--- src/rtl/cdio_pkg.sv ---
package cdio_pkg;
  // Clock and scan timing
  localparam int CLK_NS   = 5;
  localparam int SCAN_MS  = 1000;
  localparam int SCAN_CYC = SCAN_MS * 1_000_000 / CLK_NS;
  localparam int CNT_W    = 28;
  // Bus and vector widths
  localparam int ADDR_W = 4;
  localparam int DATA_W = 16;
  localparam int NIN    = 16;
  localparam int NAUX   = 8;
  localparam int NTRIP  = 12;
  localparam int NALM   = 9;
  // Raw input positions
  localparam int IN_FB    = 0;
  localparam int IN_HL    = 1;
  localparam int IN_OIL1  = 2;
  localparam int IN_OIL2  = 3;
  localparam int IN_SPSEL = 4;
  localparam int IN_START = 5;
  localparam int IN_RAISE = 6;
  localparam int IN_LOWER = 7;
  localparam int IN_AUX0  = 8;
  // Register indices
  localparam logic [ADDR_W-1:0] R_CTRL    = 4'h0;
  localparam logic [ADDR_W-1:0] R_AUXCFG  = 4'h1;
  localparam logic [ADDR_W-1:0] R_LIQTHR  = 4'h2;
  localparam logic [ADDR_W-1:0] R_SLDTHR  = 4'h3;
  localparam logic [ADDR_W-1:0] R_SP1     = 4'h4;
  localparam logic [ADDR_W-1:0] R_SP2     = 4'h5;
  localparam logic [ADDR_W-1:0] R_ARC     = 4'h6;
  localparam logic [ADDR_W-1:0] R_STATUS  = 4'h7;
  localparam logic [ADDR_W-1:0] R_TRIP    = 4'h8;
  localparam logic [ADDR_W-1:0] R_ALARM   = 4'h9;
  localparam logic [ADDR_W-1:0] R_INPUTS  = 4'hA;
  localparam logic [ADDR_W-1:0] R_CAP     = 4'hB;
  // Control bits
  localparam int C_DIRECT = 0;
  localparam int C_SPIN   = 1;
  localparam int C_DUAL   = 2;
  localparam int C_VFD    = 3;
  localparam int C_SHUNT  = 4;
  localparam int C_NCTRL2 = 5;
  localparam int C_MSTOP  = 6;
  // Trip and alarm bits
  localparam int T_HL    = 0;
  localparam int T_OIL1  = 1;
  localparam int T_OIL2  = 2;
  localparam int T_RUN   = 3;
  localparam int T_AUX0  = 4;
  localparam int A_FAIL  = 8;
  // Reset values and limits
  localparam logic [DATA_W-1:0] CTRL_RST   = 16'h0000;
  localparam logic [DATA_W-1:0] AUXCFG_RST = 16'h0000;
  localparam logic [DATA_W-1:0] LIQTHR_RST = 16'hFFFF;
  localparam logic [7:0]        SLDTHR_RST = 8'h64;
  localparam logic [DATA_W-1:0] SP_RST     = 16'h0000;
  localparam logic [DATA_W-1:0] ARC_RST    = 16'h0005;
  localparam logic [3:0]        FB_GRACE   = 4'h2;
  localparam logic [7:0]        CAP_MAX    = 8'h64;
  localparam logic [1:0]        PRIME_CNT  = 2'h3;

  typedef enum {CDIO_IDLE, CDIO_RUN} cdio_state_t;
endpackage : cdio_pkg

--- src/rtl/cdio_io_if.sv ---
`timescale 1ns/1ps
interface cdio_io_if;
  logic [cdio_pkg::NIN-1:0] pins_s;
  logic                     tick;
  modport src (output pins_s, output tick);
  modport dst (input pins_s, input tick);
endinterface : cdio_io_if

--- src/rtl/cdio_sync.sv ---
`timescale 1ns/1ps
module cdio_sync #(
  parameter int unsigned SCAN_CYC = cdio_pkg::SCAN_CYC
) (
  // Clock and reset
  input  wire logic                     clk,
  input  wire logic                     nrst,
  // Field pins
  input  wire logic [cdio_pkg::NIN-1:0] pins,
  // Synchronised side
  cdio_io_if.src                        io
);
  logic [cdio_pkg::NIN-1:0]   meta_r;
  logic [cdio_pkg::NIN-1:0]   sync_r;
  logic [cdio_pkg::CNT_W-1:0] div_r;
  logic                       tick_r;
  wire                        div_end = div_r == cdio_pkg::CNT_W'(SCAN_CYC - 1);

  genvar g;
  generate
    for (g = 0; g < cdio_pkg::NIN; g++) begin : g_sync
      always_ff @(posedge clk or negedge nrst) begin
        if (!nrst) begin
          meta_r[g] <= 1'b0;
          sync_r[g] <= 1'b0;
        end else begin
          meta_r[g] <= pins[g];
          sync_r[g] <= meta_r[g];
        end
      end
    end
  endgenerate

  always_ff @(posedge clk or negedge nrst) begin
    if (!nrst) begin
      div_r  <= '0;
      tick_r <= 1'b0;
    end else begin
      div_r  <= div_end ? '0 : div_r + 1'b1;
      tick_r <= div_end;
    end
  end

  assign io.pins_s = sync_r;
  assign io.tick   = tick_r;
endmodule : cdio_sync

--- src/rtl/cdio_top.sv ---
// Added by the designer: the register offsets and the strobed register port.
`timescale 1ns/1ps
// Summary of operation
// - Dual injection option drives injection two from liquid pressure and slide percent
// - Remote-enabled output asserted when panel is set for direct discrete control
// - Remote-enabled drops on warning, trip, anti-recycle running or manual stop
// - Motor running while not commanded may fire shunt trip output
// - High-level input must be active; dropping stops compressor, raises trip
// - Both oil float inputs must be active; each drop raises its trip
// - Setpoint input selects setpoint one when inactive, two when active
// - Remote start input active starts when available; inactive stops compressor
// - Raise and lower inputs sampled once per one-second scan
// - Remote raise while running increases slide, or speed with drive enabled
// - Raise keeps stepping every scan while active until CAP_MAX (100), stops once inactive
// - Trip indicator active with no trip, inactive when trip exists
// - Trip indicator stays off until the latched trip is cleared
// - Remote lower while running decreases slide or speed every scan until it reaches zero
// - Each auxiliary input configurable to raise alarm or trip
module cdio_top #(
  parameter int unsigned SCAN_CYC = cdio_pkg::SCAN_CYC
) (
  // Clock and reset
  input  wire logic                        clk,
  input  wire logic                        nrst,
  // Register port
  input  wire logic [cdio_pkg::ADDR_W-1:0] reg_addr,
  input  wire logic [cdio_pkg::DATA_W-1:0] reg_wdata,
  input  wire logic                        reg_wr,
  input  wire logic                        reg_rd,
  output logic      [cdio_pkg::DATA_W-1:0] reg_rdata,
  // Field discrete inputs
  input  wire logic [cdio_pkg::NIN-1:0]    field_in,
  // Measured values, same clock
  input  wire logic [cdio_pkg::DATA_W-1:0] liq_press,
  input  wire logic [7:0]                  slide_pct,
  // Discrete outputs
  output logic                             comp_start_o,
  output logic                             remote_en_o,
  output logic                             shunt_trip_o,
  output logic                             liq_inj2_o,
  output logic                             trip_ok_o,
  output logic                             alarm_ok_o,
  // Capacity and setpoint
  output logic      [7:0]                  slide_cmd_o,
  output logic      [7:0]                  speed_cmd_o,
  output logic      [cdio_pkg::DATA_W-1:0] ctrl_sp_o,
  output logic                             sp2_sel_o
);
  cdio_io_if io ();

  cdio_sync #(
    .SCAN_CYC (SCAN_CYC)
  ) u_sync (
    .clk  (clk),
    .nrst (nrst),
    .pins (field_in),
    .io   (io)
  );

  // Saturating one-step move used for both slide and speed
  function automatic logic [7:0] cap_step(input logic [7:0] v, input logic up,
                                          input logic dn);
    logic [7:0] r;
    r = v;
    if (up && !dn && v < cdio_pkg::CAP_MAX) begin
      r = v + 8'h01;
    end else if (dn && !up && v != 8'h00) begin
      r = v - 8'h01;
    end
    return r;
  endfunction : cap_step

  // Configuration registers
  logic [cdio_pkg::DATA_W-1:0] ctrl_r;
  logic [cdio_pkg::DATA_W-1:0] auxcfg_r;
  logic [cdio_pkg::DATA_W-1:0] liqthr_r;
  logic [7:0]                  sldthr_r;
  logic [cdio_pkg::DATA_W-1:0] sp1_r;
  logic [cdio_pkg::DATA_W-1:0] sp2_r;
  logic [cdio_pkg::DATA_W-1:0] arc_r;
  // Block state
  cdio_pkg::cdio_state_t       state_r;
  cdio_pkg::cdio_state_t       state_nxt;
  logic [1:0]                  prime_r;
  logic [3:0]                  grace_r;
  logic [cdio_pkg::DATA_W-1:0] arc_cnt_r;
  logic [cdio_pkg::NTRIP-1:0]  trip_r;
  logic [cdio_pkg::NTRIP-1:0]  trip_now;
  logic [cdio_pkg::NTRIP-1:0]  trip_nxt;
  logic [cdio_pkg::NALM-1:0]   alarm_r;
  logic [cdio_pkg::NALM-1:0]   alarm_now;
  logic [cdio_pkg::NALM-1:0]   alarm_nxt;
  logic [cdio_pkg::DATA_W-1:0] rd_mux;
  // One strobe decoder shared by every register target
  function automatic logic reg_hit(input logic [cdio_pkg::ADDR_W-1:0] a,
                                   input logic [cdio_pkg::ADDR_W-1:0] idx,
                                   input logic                        stb);
    return stb && (a == idx);
  endfunction : reg_hit
  // Synchronised field inputs
  wire                      fb_in    = io.pins_s[cdio_pkg::IN_FB];
  wire                      hl_in    = io.pins_s[cdio_pkg::IN_HL];
  wire                      oil1_in  = io.pins_s[cdio_pkg::IN_OIL1];
  wire                      oil2_in  = io.pins_s[cdio_pkg::IN_OIL2];
  wire                      spsel_in = io.pins_s[cdio_pkg::IN_SPSEL];
  wire                      start_in = io.pins_s[cdio_pkg::IN_START];
  wire                      raise_in = io.pins_s[cdio_pkg::IN_RAISE];
  wire                      lower_in = io.pins_s[cdio_pkg::IN_LOWER];
  wire [cdio_pkg::NAUX-1:0] aux_in   = io.pins_s[cdio_pkg::IN_AUX0 +: cdio_pkg::NAUX];
  // Register write and clear strobes
  wire                       wr_ctrl   = reg_hit(reg_addr, cdio_pkg::R_CTRL, reg_wr);
  wire                       wr_auxcfg = reg_hit(reg_addr, cdio_pkg::R_AUXCFG, reg_wr);
  wire                       wr_liqthr = reg_hit(reg_addr, cdio_pkg::R_LIQTHR, reg_wr);
  wire                       wr_sldthr = reg_hit(reg_addr, cdio_pkg::R_SLDTHR, reg_wr);
  wire                       wr_sp1    = reg_hit(reg_addr, cdio_pkg::R_SP1, reg_wr);
  wire                       wr_sp2    = reg_hit(reg_addr, cdio_pkg::R_SP2, reg_wr);
  wire                       wr_arc    = reg_hit(reg_addr, cdio_pkg::R_ARC, reg_wr);
  wire                       wr_trip   = reg_hit(reg_addr, cdio_pkg::R_TRIP, reg_wr);
  wire                       wr_alarm  = reg_hit(reg_addr, cdio_pkg::R_ALARM, reg_wr);
  wire [cdio_pkg::NTRIP-1:0] trip_clr  = wr_trip ? reg_wdata[cdio_pkg::NTRIP-1:0] : '0;
  wire [cdio_pkg::NALM-1:0]  alarm_clr = wr_alarm ? reg_wdata[cdio_pkg::NALM-1:0] : '0;
  // Control field decode
  wire direct_en = ctrl_r[cdio_pkg::C_DIRECT];
  wire spin_en   = ctrl_r[cdio_pkg::C_SPIN];
  wire dual_en   = ctrl_r[cdio_pkg::C_DUAL];
  wire vfd_en    = ctrl_r[cdio_pkg::C_VFD];
  wire shunt_en  = ctrl_r[cdio_pkg::C_SHUNT];
  wire nctrl2_en = ctrl_r[cdio_pkg::C_NCTRL2];
  wire mstop_en  = ctrl_r[cdio_pkg::C_MSTOP];

  wire is_run      = state_r == cdio_pkg::CDIO_RUN;
  wire primed      = prime_r == cdio_pkg::PRIME_CNT;
  wire arc_busy    = arc_cnt_r != '0;
  wire fb_mismatch = fb_in != is_run;
  wire grace_out   = grace_r == cdio_pkg::FB_GRACE;
  wire run_uncmd   = grace_out && fb_in && !is_run;
  wire start_fail  = grace_out && !fb_in && is_run;
  wire [cdio_pkg::NAUX-1:0] aux_trip = aux_in & auxcfg_r[cdio_pkg::NAUX-1:0];
  wire [cdio_pkg::NAUX-1:0] aux_alm  = aux_in & ~auxcfg_r[cdio_pkg::NAUX-1:0];

  always_comb begin
    trip_now  = '0;
    alarm_now = '0;
    if (primed) begin
      trip_now[cdio_pkg::T_HL]                     = !hl_in;
      trip_now[cdio_pkg::T_OIL1]                   = !oil1_in;
      trip_now[cdio_pkg::T_OIL2]                   = !oil2_in;
      trip_now[cdio_pkg::T_RUN]                    = run_uncmd;
      trip_now[cdio_pkg::T_AUX0 +: cdio_pkg::NAUX] = aux_trip;
      alarm_now[cdio_pkg::NAUX-1:0]                = aux_alm;
      alarm_now[cdio_pkg::A_FAIL]                  = start_fail;
    end
  end
  // latched until software clears
  // A clear meeting a live fault loses, so no fault slips through
  assign trip_nxt  = (trip_r & ~trip_clr) | trip_now;
  assign alarm_nxt = (alarm_r & ~alarm_clr) | alarm_now;
  wire trip_any    = |trip_nxt;
  wire alarm_any   = |alarm_nxt;
  wire avail    = primed && direct_en && !trip_any && !arc_busy && !mstop_en;
  wire run_drop = !start_in || !direct_en || trip_any || mstop_en;
  wire stop_evt = is_run && (state_nxt == cdio_pkg::CDIO_IDLE);

  always_comb begin
    state_nxt = state_r;
    case (state_r)
      cdio_pkg::CDIO_IDLE: begin
        if (avail && start_in) begin
          state_nxt = cdio_pkg::CDIO_RUN;
        end
      end
      cdio_pkg::CDIO_RUN: begin
        if (run_drop) begin
          state_nxt = cdio_pkg::CDIO_IDLE;
        end
      end
      default: begin
        state_nxt = cdio_pkg::CDIO_IDLE;
      end
    endcase
  end

  // dropped on fault, anti-recycle or manual stop
  wire       ren_nxt   = avail && !alarm_any && !stop_evt;
  wire       shunt_nxt = shunt_en && trip_nxt[cdio_pkg::T_RUN];
  wire       inj2_nxt  = dual_en && is_run && (liq_press >= liqthr_r) && (slide_pct >= sldthr_r);
  wire       sp2_nxt   = spin_en && nctrl2_en && spsel_in;
  // capacity moves only on the scan tick
  wire       cap_scan  = io.tick && is_run && direct_en;
  wire [7:0] slide_nxt = cap_step(slide_cmd_o, raise_in, lower_in);
  wire [7:0] speed_nxt = cap_step(speed_cmd_o, raise_in, lower_in);

  // Configuration register writes
  always_ff @(posedge clk or negedge nrst) begin
    if (!nrst) begin
      ctrl_r   <= cdio_pkg::CTRL_RST;
      auxcfg_r <= cdio_pkg::AUXCFG_RST;
      liqthr_r <= cdio_pkg::LIQTHR_RST;
      sldthr_r <= cdio_pkg::SLDTHR_RST;
      sp1_r    <= cdio_pkg::SP_RST;
      sp2_r    <= cdio_pkg::SP_RST;
      arc_r    <= cdio_pkg::ARC_RST;
    end else begin
      if (wr_ctrl) ctrl_r <= reg_wdata;
      if (wr_auxcfg) auxcfg_r <= reg_wdata;
      if (wr_liqthr) liqthr_r <= reg_wdata;
      if (wr_sldthr) sldthr_r <= reg_wdata[7:0];
      if (wr_sp1) sp1_r <= reg_wdata;
      if (wr_sp2) sp2_r <= reg_wdata;
      if (wr_arc) arc_r <= reg_wdata;
    end
  end

  // Grace in scans so starter contact travel is not a fault
  always_ff @(posedge clk or negedge nrst) begin
    if (!nrst) begin
      grace_r <= 4'h0;
    end else if (!fb_mismatch) begin
      grace_r <= 4'h0;
    end else if (io.tick && !grace_out) begin
      grace_r <= grace_r + 4'h1;
    end
  end

  always_ff @(posedge clk or negedge nrst) begin
    if (!nrst) begin
      arc_cnt_r <= '0;
    end else if (stop_evt) begin
      arc_cnt_r <= arc_r;
    end else if (io.tick && arc_busy) begin
      arc_cnt_r <= arc_cnt_r - 16'h0001;
    end
  end

  // State, fault latches and priming
  always_ff @(posedge clk or negedge nrst) begin
    if (!nrst) begin
      state_r <= cdio_pkg::CDIO_IDLE;
      trip_r  <= '0;
      alarm_r <= '0;
      prime_r <= 2'h0;
    end else begin
      state_r <= state_nxt;
      trip_r  <= trip_nxt;
      alarm_r <= alarm_nxt;
      if (!primed) begin
        prime_r <= prime_r + 2'h1;
      end
    end
  end

  always_ff @(posedge clk or negedge nrst) begin
    if (!nrst) begin
      comp_start_o <= 1'b0;
      remote_en_o  <= 1'b0;
      shunt_trip_o <= 1'b0;
      liq_inj2_o   <= 1'b0;
      trip_ok_o    <= 1'b0;
      alarm_ok_o   <= 1'b0;
      sp2_sel_o    <= 1'b0;
      ctrl_sp_o    <= '0;
    end else begin
      comp_start_o <= state_nxt == cdio_pkg::CDIO_RUN;
      remote_en_o  <= ren_nxt;
      shunt_trip_o <= shunt_nxt;
      liq_inj2_o   <= inj2_nxt;
      trip_ok_o    <= primed && !trip_any;
      alarm_ok_o   <= primed && !alarm_any;
      sp2_sel_o    <= sp2_nxt;
      ctrl_sp_o    <= sp2_nxt ? sp2_r : sp1_r;
    end
  end

  // keeps stepping each scan while held, until CAP_MAX going up or zero going down
  always_ff @(posedge clk or negedge nrst) begin
    if (!nrst) begin
      slide_cmd_o <= 8'h00;
      speed_cmd_o <= 8'h00;
    end else if (cap_scan) begin
      if (vfd_en) begin
        speed_cmd_o <= speed_nxt;
      end else begin
        slide_cmd_o <= slide_nxt;
      end
    end
  end

  always_comb begin
    case (reg_addr)
      cdio_pkg::R_CTRL:   rd_mux = ctrl_r;
      cdio_pkg::R_AUXCFG: rd_mux = auxcfg_r;
      cdio_pkg::R_LIQTHR: rd_mux = liqthr_r;
      cdio_pkg::R_SLDTHR: rd_mux = {8'h00, sldthr_r};
      cdio_pkg::R_SP1:    rd_mux = sp1_r;
      cdio_pkg::R_SP2:    rd_mux = sp2_r;
      cdio_pkg::R_ARC:    rd_mux = arc_r;
      cdio_pkg::R_STATUS: rd_mux = {12'h000, arc_busy, primed, remote_en_o, is_run};
      cdio_pkg::R_TRIP:   rd_mux = {4'h0, trip_r};
      cdio_pkg::R_ALARM:  rd_mux = {7'h00, alarm_r};
      cdio_pkg::R_INPUTS: rd_mux = io.pins_s;
      cdio_pkg::R_CAP:    rd_mux = {speed_cmd_o, slide_cmd_o};
      default:            rd_mux = '0;
    endcase
  end

  // Read data stand for one cycle only
  always_ff @(posedge clk or negedge nrst) begin
    if (!nrst) begin
      reg_rdata <= '0;
    end else begin
      reg_rdata <= reg_rd ? rd_mux : '0;
    end
  end
endmodule : cdio_top
--- config.mk ---
export PLATFORM = sky130hd
export DESIGN_NAME = cdio_top
export DESIGN_NICKNAME = d
export VERILOG_FILES = /design/src/rtl/cdio_pkg.sv /design/src/rtl/cdio_io_if.sv /design/src/rtl/cdio_sync.sv /design/src/rtl/cdio_top.sv
export SDC_FILE = /design/constraint.sdc
export NUM_CORES = 1
export LEC_CHECK = 0
export ABC_AREA = 1
export BUFFER_PORTS_ARGS = -buffer_cell sky130_fd_sc_hd__buf_2
export CAP_MARGIN = 20
export CORE_MARGIN = 2
export CORE_UTILIZATION = 32
export DETAILED_ROUTE_END_ITERATION = 12
export GPL_TIMING_DRIVEN = 0
export PLACE_DENSITY = 0.49
export REMOVE_ABC_BUFFERS = 1
export SETUP_SLACK_MARGIN = 0.3
export SLEW_MARGIN = 20
export SYNTH_ARGS = -nofsm -noshare
export SYNTH_HDL_FRONTEND = slang
export SYNTH_SLANG_ARGS = --single-unit
--- constraint.sdc ---
create_clock -name clk -period 2.7 [get_ports clk]
set_input_delay 0 -clock clk [delete_from_list [all_inputs] [get_ports clk]]
set_output_delay 0 -clock clk [all_outputs]
set_load 0.05 [all_outputs]
==> out/metrics.csv <==
metric,value,unit
status,"finished, final reports clean",
H-tree depth,2,
root buf cell,clkbuf_16,
"reg-to-reg slack, setup",0.28,ns
post-synthesis mux area share,0,%
drc violations,0,
Post-synth EDFFs,0,
Worst VDD drop,0.344,mV
Regs by FF count,"state_r: 32 flops, u_sync.div_r: 28 flops",
Routed WL,42.2,mm
Pwr Density,673,mW/mm^2
setup violators final,0,
register share of total power,44.5,%
Max-slew headroom,29.3,%
Worst setup SP type,flop,
Static Leak,8.27,nW
Post-synth top flop,dfrtp_1,
Nets,1891,
YS warnings,0,
critical path peak fanout,4,
Slew Limit Fails,0,
Syn Inst Count,1527,
number of flip-flops in the largest register,32,
Synth async-reset ratio,100,%
Ports,119,
clock-pin slew on the worst setup and hold paths,0.06,ns
Num Clock Sinks,295,
maxcap violations,0,
Avg Inst Size Synth,8.90,um^2
Least-Margin Pin Slew,1.06,ns
count of final hold-check violations,0,
Reg2Reg Capture Point,slide_cmd_o[6],
"Seq/Total Area, Yosys",54.5,%
critical path type,flop to flop,
pin count of the biggest net entering global routing,93,
count of input and output buffers,118,
CTS tree,built,
Seq cells post-synth,295,
clock buffer depth,3,
GR Util All Layers,19.1,%
CTS Buf Count,36,
min cycle time layout,2.42,ns
CP Capture Type,flop,
vias in the first global route,10831,
clk_lat worst skew,0.54,ns
Syn-to-layout area delta,28.9,%
# rows,75,
post-synthesis cell area,0.0136,mm^2
"most common cell after layout, fill and taps aside",nand2_1,
Clock Power Share,42.1,%
R2R cell count,13,
Power Total,11.8,mW
fmax,0.414,GHz
placed instance count,2172,
Die W,210,um
first-pass GRT wire length,64.2,mm
share of layout cells above drive strength 1,19.3,%
Hold Path Class,primary input to async pin,
wire per inst,17.9,um
Post-Synth XOR/XNOR Area,2.97,%
Synth area leader,dfrtp_1,
Worst Skew,0.0138,ns
area share of the largest cell type after synthesis,50.5,%
gr ovfl total,0,
RSZ-0062 raised after global routing,yes,
initial core utilization,32.4,%
hpwl dp,27.9,mm
Die Y,210,um
Net Sw Frac,27.8,%
Die Area,0.0441,mm^2
Final Non-Filler Cells,2352,
largest family of logic cells by synthesized area,simple AND/OR/NAND/NOR gates,
internal cell power,8.52,mW
combinational power share,13.4,%
CP arrival,2.83,ns
TritonRoute pass-1 iters,5,
period utilization,89.5,%
antenna violations before repair,4,
Critical path origin,slide_cmd_o[3],
post-synthesis compound-gate area fraction,12.9,%
1st-iter DRT viols,780,
post-route ant nets,0,
DR vias/cell,4.85,
adder-cell share of the synthesized area,4.07,%
most flop-heavy register,state_r,
post-synth cell types,46,
Core ar.,0.0419,mm^2
GPL Wtd Cong,0.830,
worst path required time,3.11,ns
simple-gate area share of the yosys netlist,18.9,%
reg2reg start,slide_cmd_o[3],
Psw,3.27,mW
CP endpoint,slide_cmd_o[6],
Area contributors post-synth,"dfrtp_1 (50%), nand2_1 (9.8%), o21ai_0 (6.3%), inv_1 (4.9%), dfstp_2 (4.1%)",
most frequent cells in the layout,"nand2_1 (346), dfrtp_1 (270), inv_1 (173)",
vias after detailed routing,11398,
[cells in the mapped netlist (5+ instances only)]
| cell type | count |
|---|---|
| nand2_1 | 354 |
| dfrtp_1 | 274 |
| inv_1 | 178 |
| o21ai_0 | 170 |
| nor2_1 | 114 |
| nand3_1 | 69 |
| a21oi_1 | 41 |
| ha_1 | 41 |
| clkbuf_1 | 38 |
| a221oi_1 | 33 |
| xor2_1 | 33 |
| dfstp_2 | 21 |
| nand4_1 | 20 |
| nor3_1 | 20 |
| o22ai_1 | 14 |
| xnor2_1 | 13 |
| o21ai_1 | 12 |
| a31oi_1 | 10 |
| nor2_2 | 7 |
| a32oi_1 | 6 |
| nor4_1 | 6 |
| or2_2 | 5 |
[power by group through the flow]
stage	clock, mW	combinational, mW	sequential (mW)
after CTS	5.11	1.56	5.25
after global placement	0	1.43	5.31
after global routing	5.28	1.77	5.31
final	4.97	1.57	5.25
after detailed placement	0	1.47	5.32
after floorplan	0	0.677	5.50
[cell families after synthesis]
logic type      after synthesis
compound gates              304
flops                       295
other cells                   1
fa+ha+maj                    43
buf+inv                     230
xor+xnor                     46
simple gates                608
[per-layer routing]
metal	up-vias	part of all wire [%]	global-route usage [%]
met5	-	0.026	0
met4	2	2.7	6.09
met1	5485	45	25.9
met3	63	5.8	4.14
met2	305	47	30.5
li1	5543	-	-
[timing repair]
action	in CTS	in global routing
buffers inserted	24	39
cloned	3	2
pin swaps	9	30
endpoints found under the setup margin	37	52
hold buffers	44	0
gates resized for setup	27	49
endpoints found under the hold margin	244	0
[worst max-delay path, cell delays in order (launching register included)]
cell and delay [ns]:
dfrtp_2 0.42, or2_4 0.23, o211ai_1 0.18, nand3_2 0.18, buf_6 0.16, ha_4 0.25
a21oi_2 0.14, inv_2 0.06, a31oi_4 0.16, nor2_1 0.07, o21ai_1 0.13, nand2_1 0.08
xnor2_1 0.15, o21ai_1 0.07
[final cells by class]
class,instances,area (um^2)
Tap cell,539,674
Timing Repair Buffer,230,1700
Clock buffer,52,1040
Fill cell,4108,24400
Clock inverter,12,163
Antenna cell,3,7.51
Multi-Input combinational cell,1037,5810
Sequential cell,295,7420
Inverter,184,698
[worst min path at each step]
stage / slack (ns) / to
CTS: 0.001 / trip_r[6]
global route: 0.04 / liqthr_r[15]
global placement: 0.11 / u_sync.meta_r[8]
finish: 0.05 / liqthr_r[15]
detailed placement: -0.06 / ctrl_sp_o[4]
floorplan: -0.30 / alarm_ok_o
[metrics by stage]
step / instance area (um^2) / utilization, % / hold slack, ns / setup TNS [ns] / worst slack [ns]
2_1_floorplan: 13500 / - / -0.296 / -0.148 / -0.0446
3_3_place_gp: 14800 / 35.2 / 0.109 / -1242.53 / -4.24
3_5_place_dp: 14900 / 35.5 / -0.0586 / -12.14 / -0.666
4_1_cts: 16900 / 40.4 / 0.00118 / 0 / 0.309
5_1_grt: 17500 / 41.7 / 0.0377 / 0 / 0.103
6_report: 17500 / 41.7 / 0.0465 / 0 / 0.283
(Power assumes the default switching activity.)
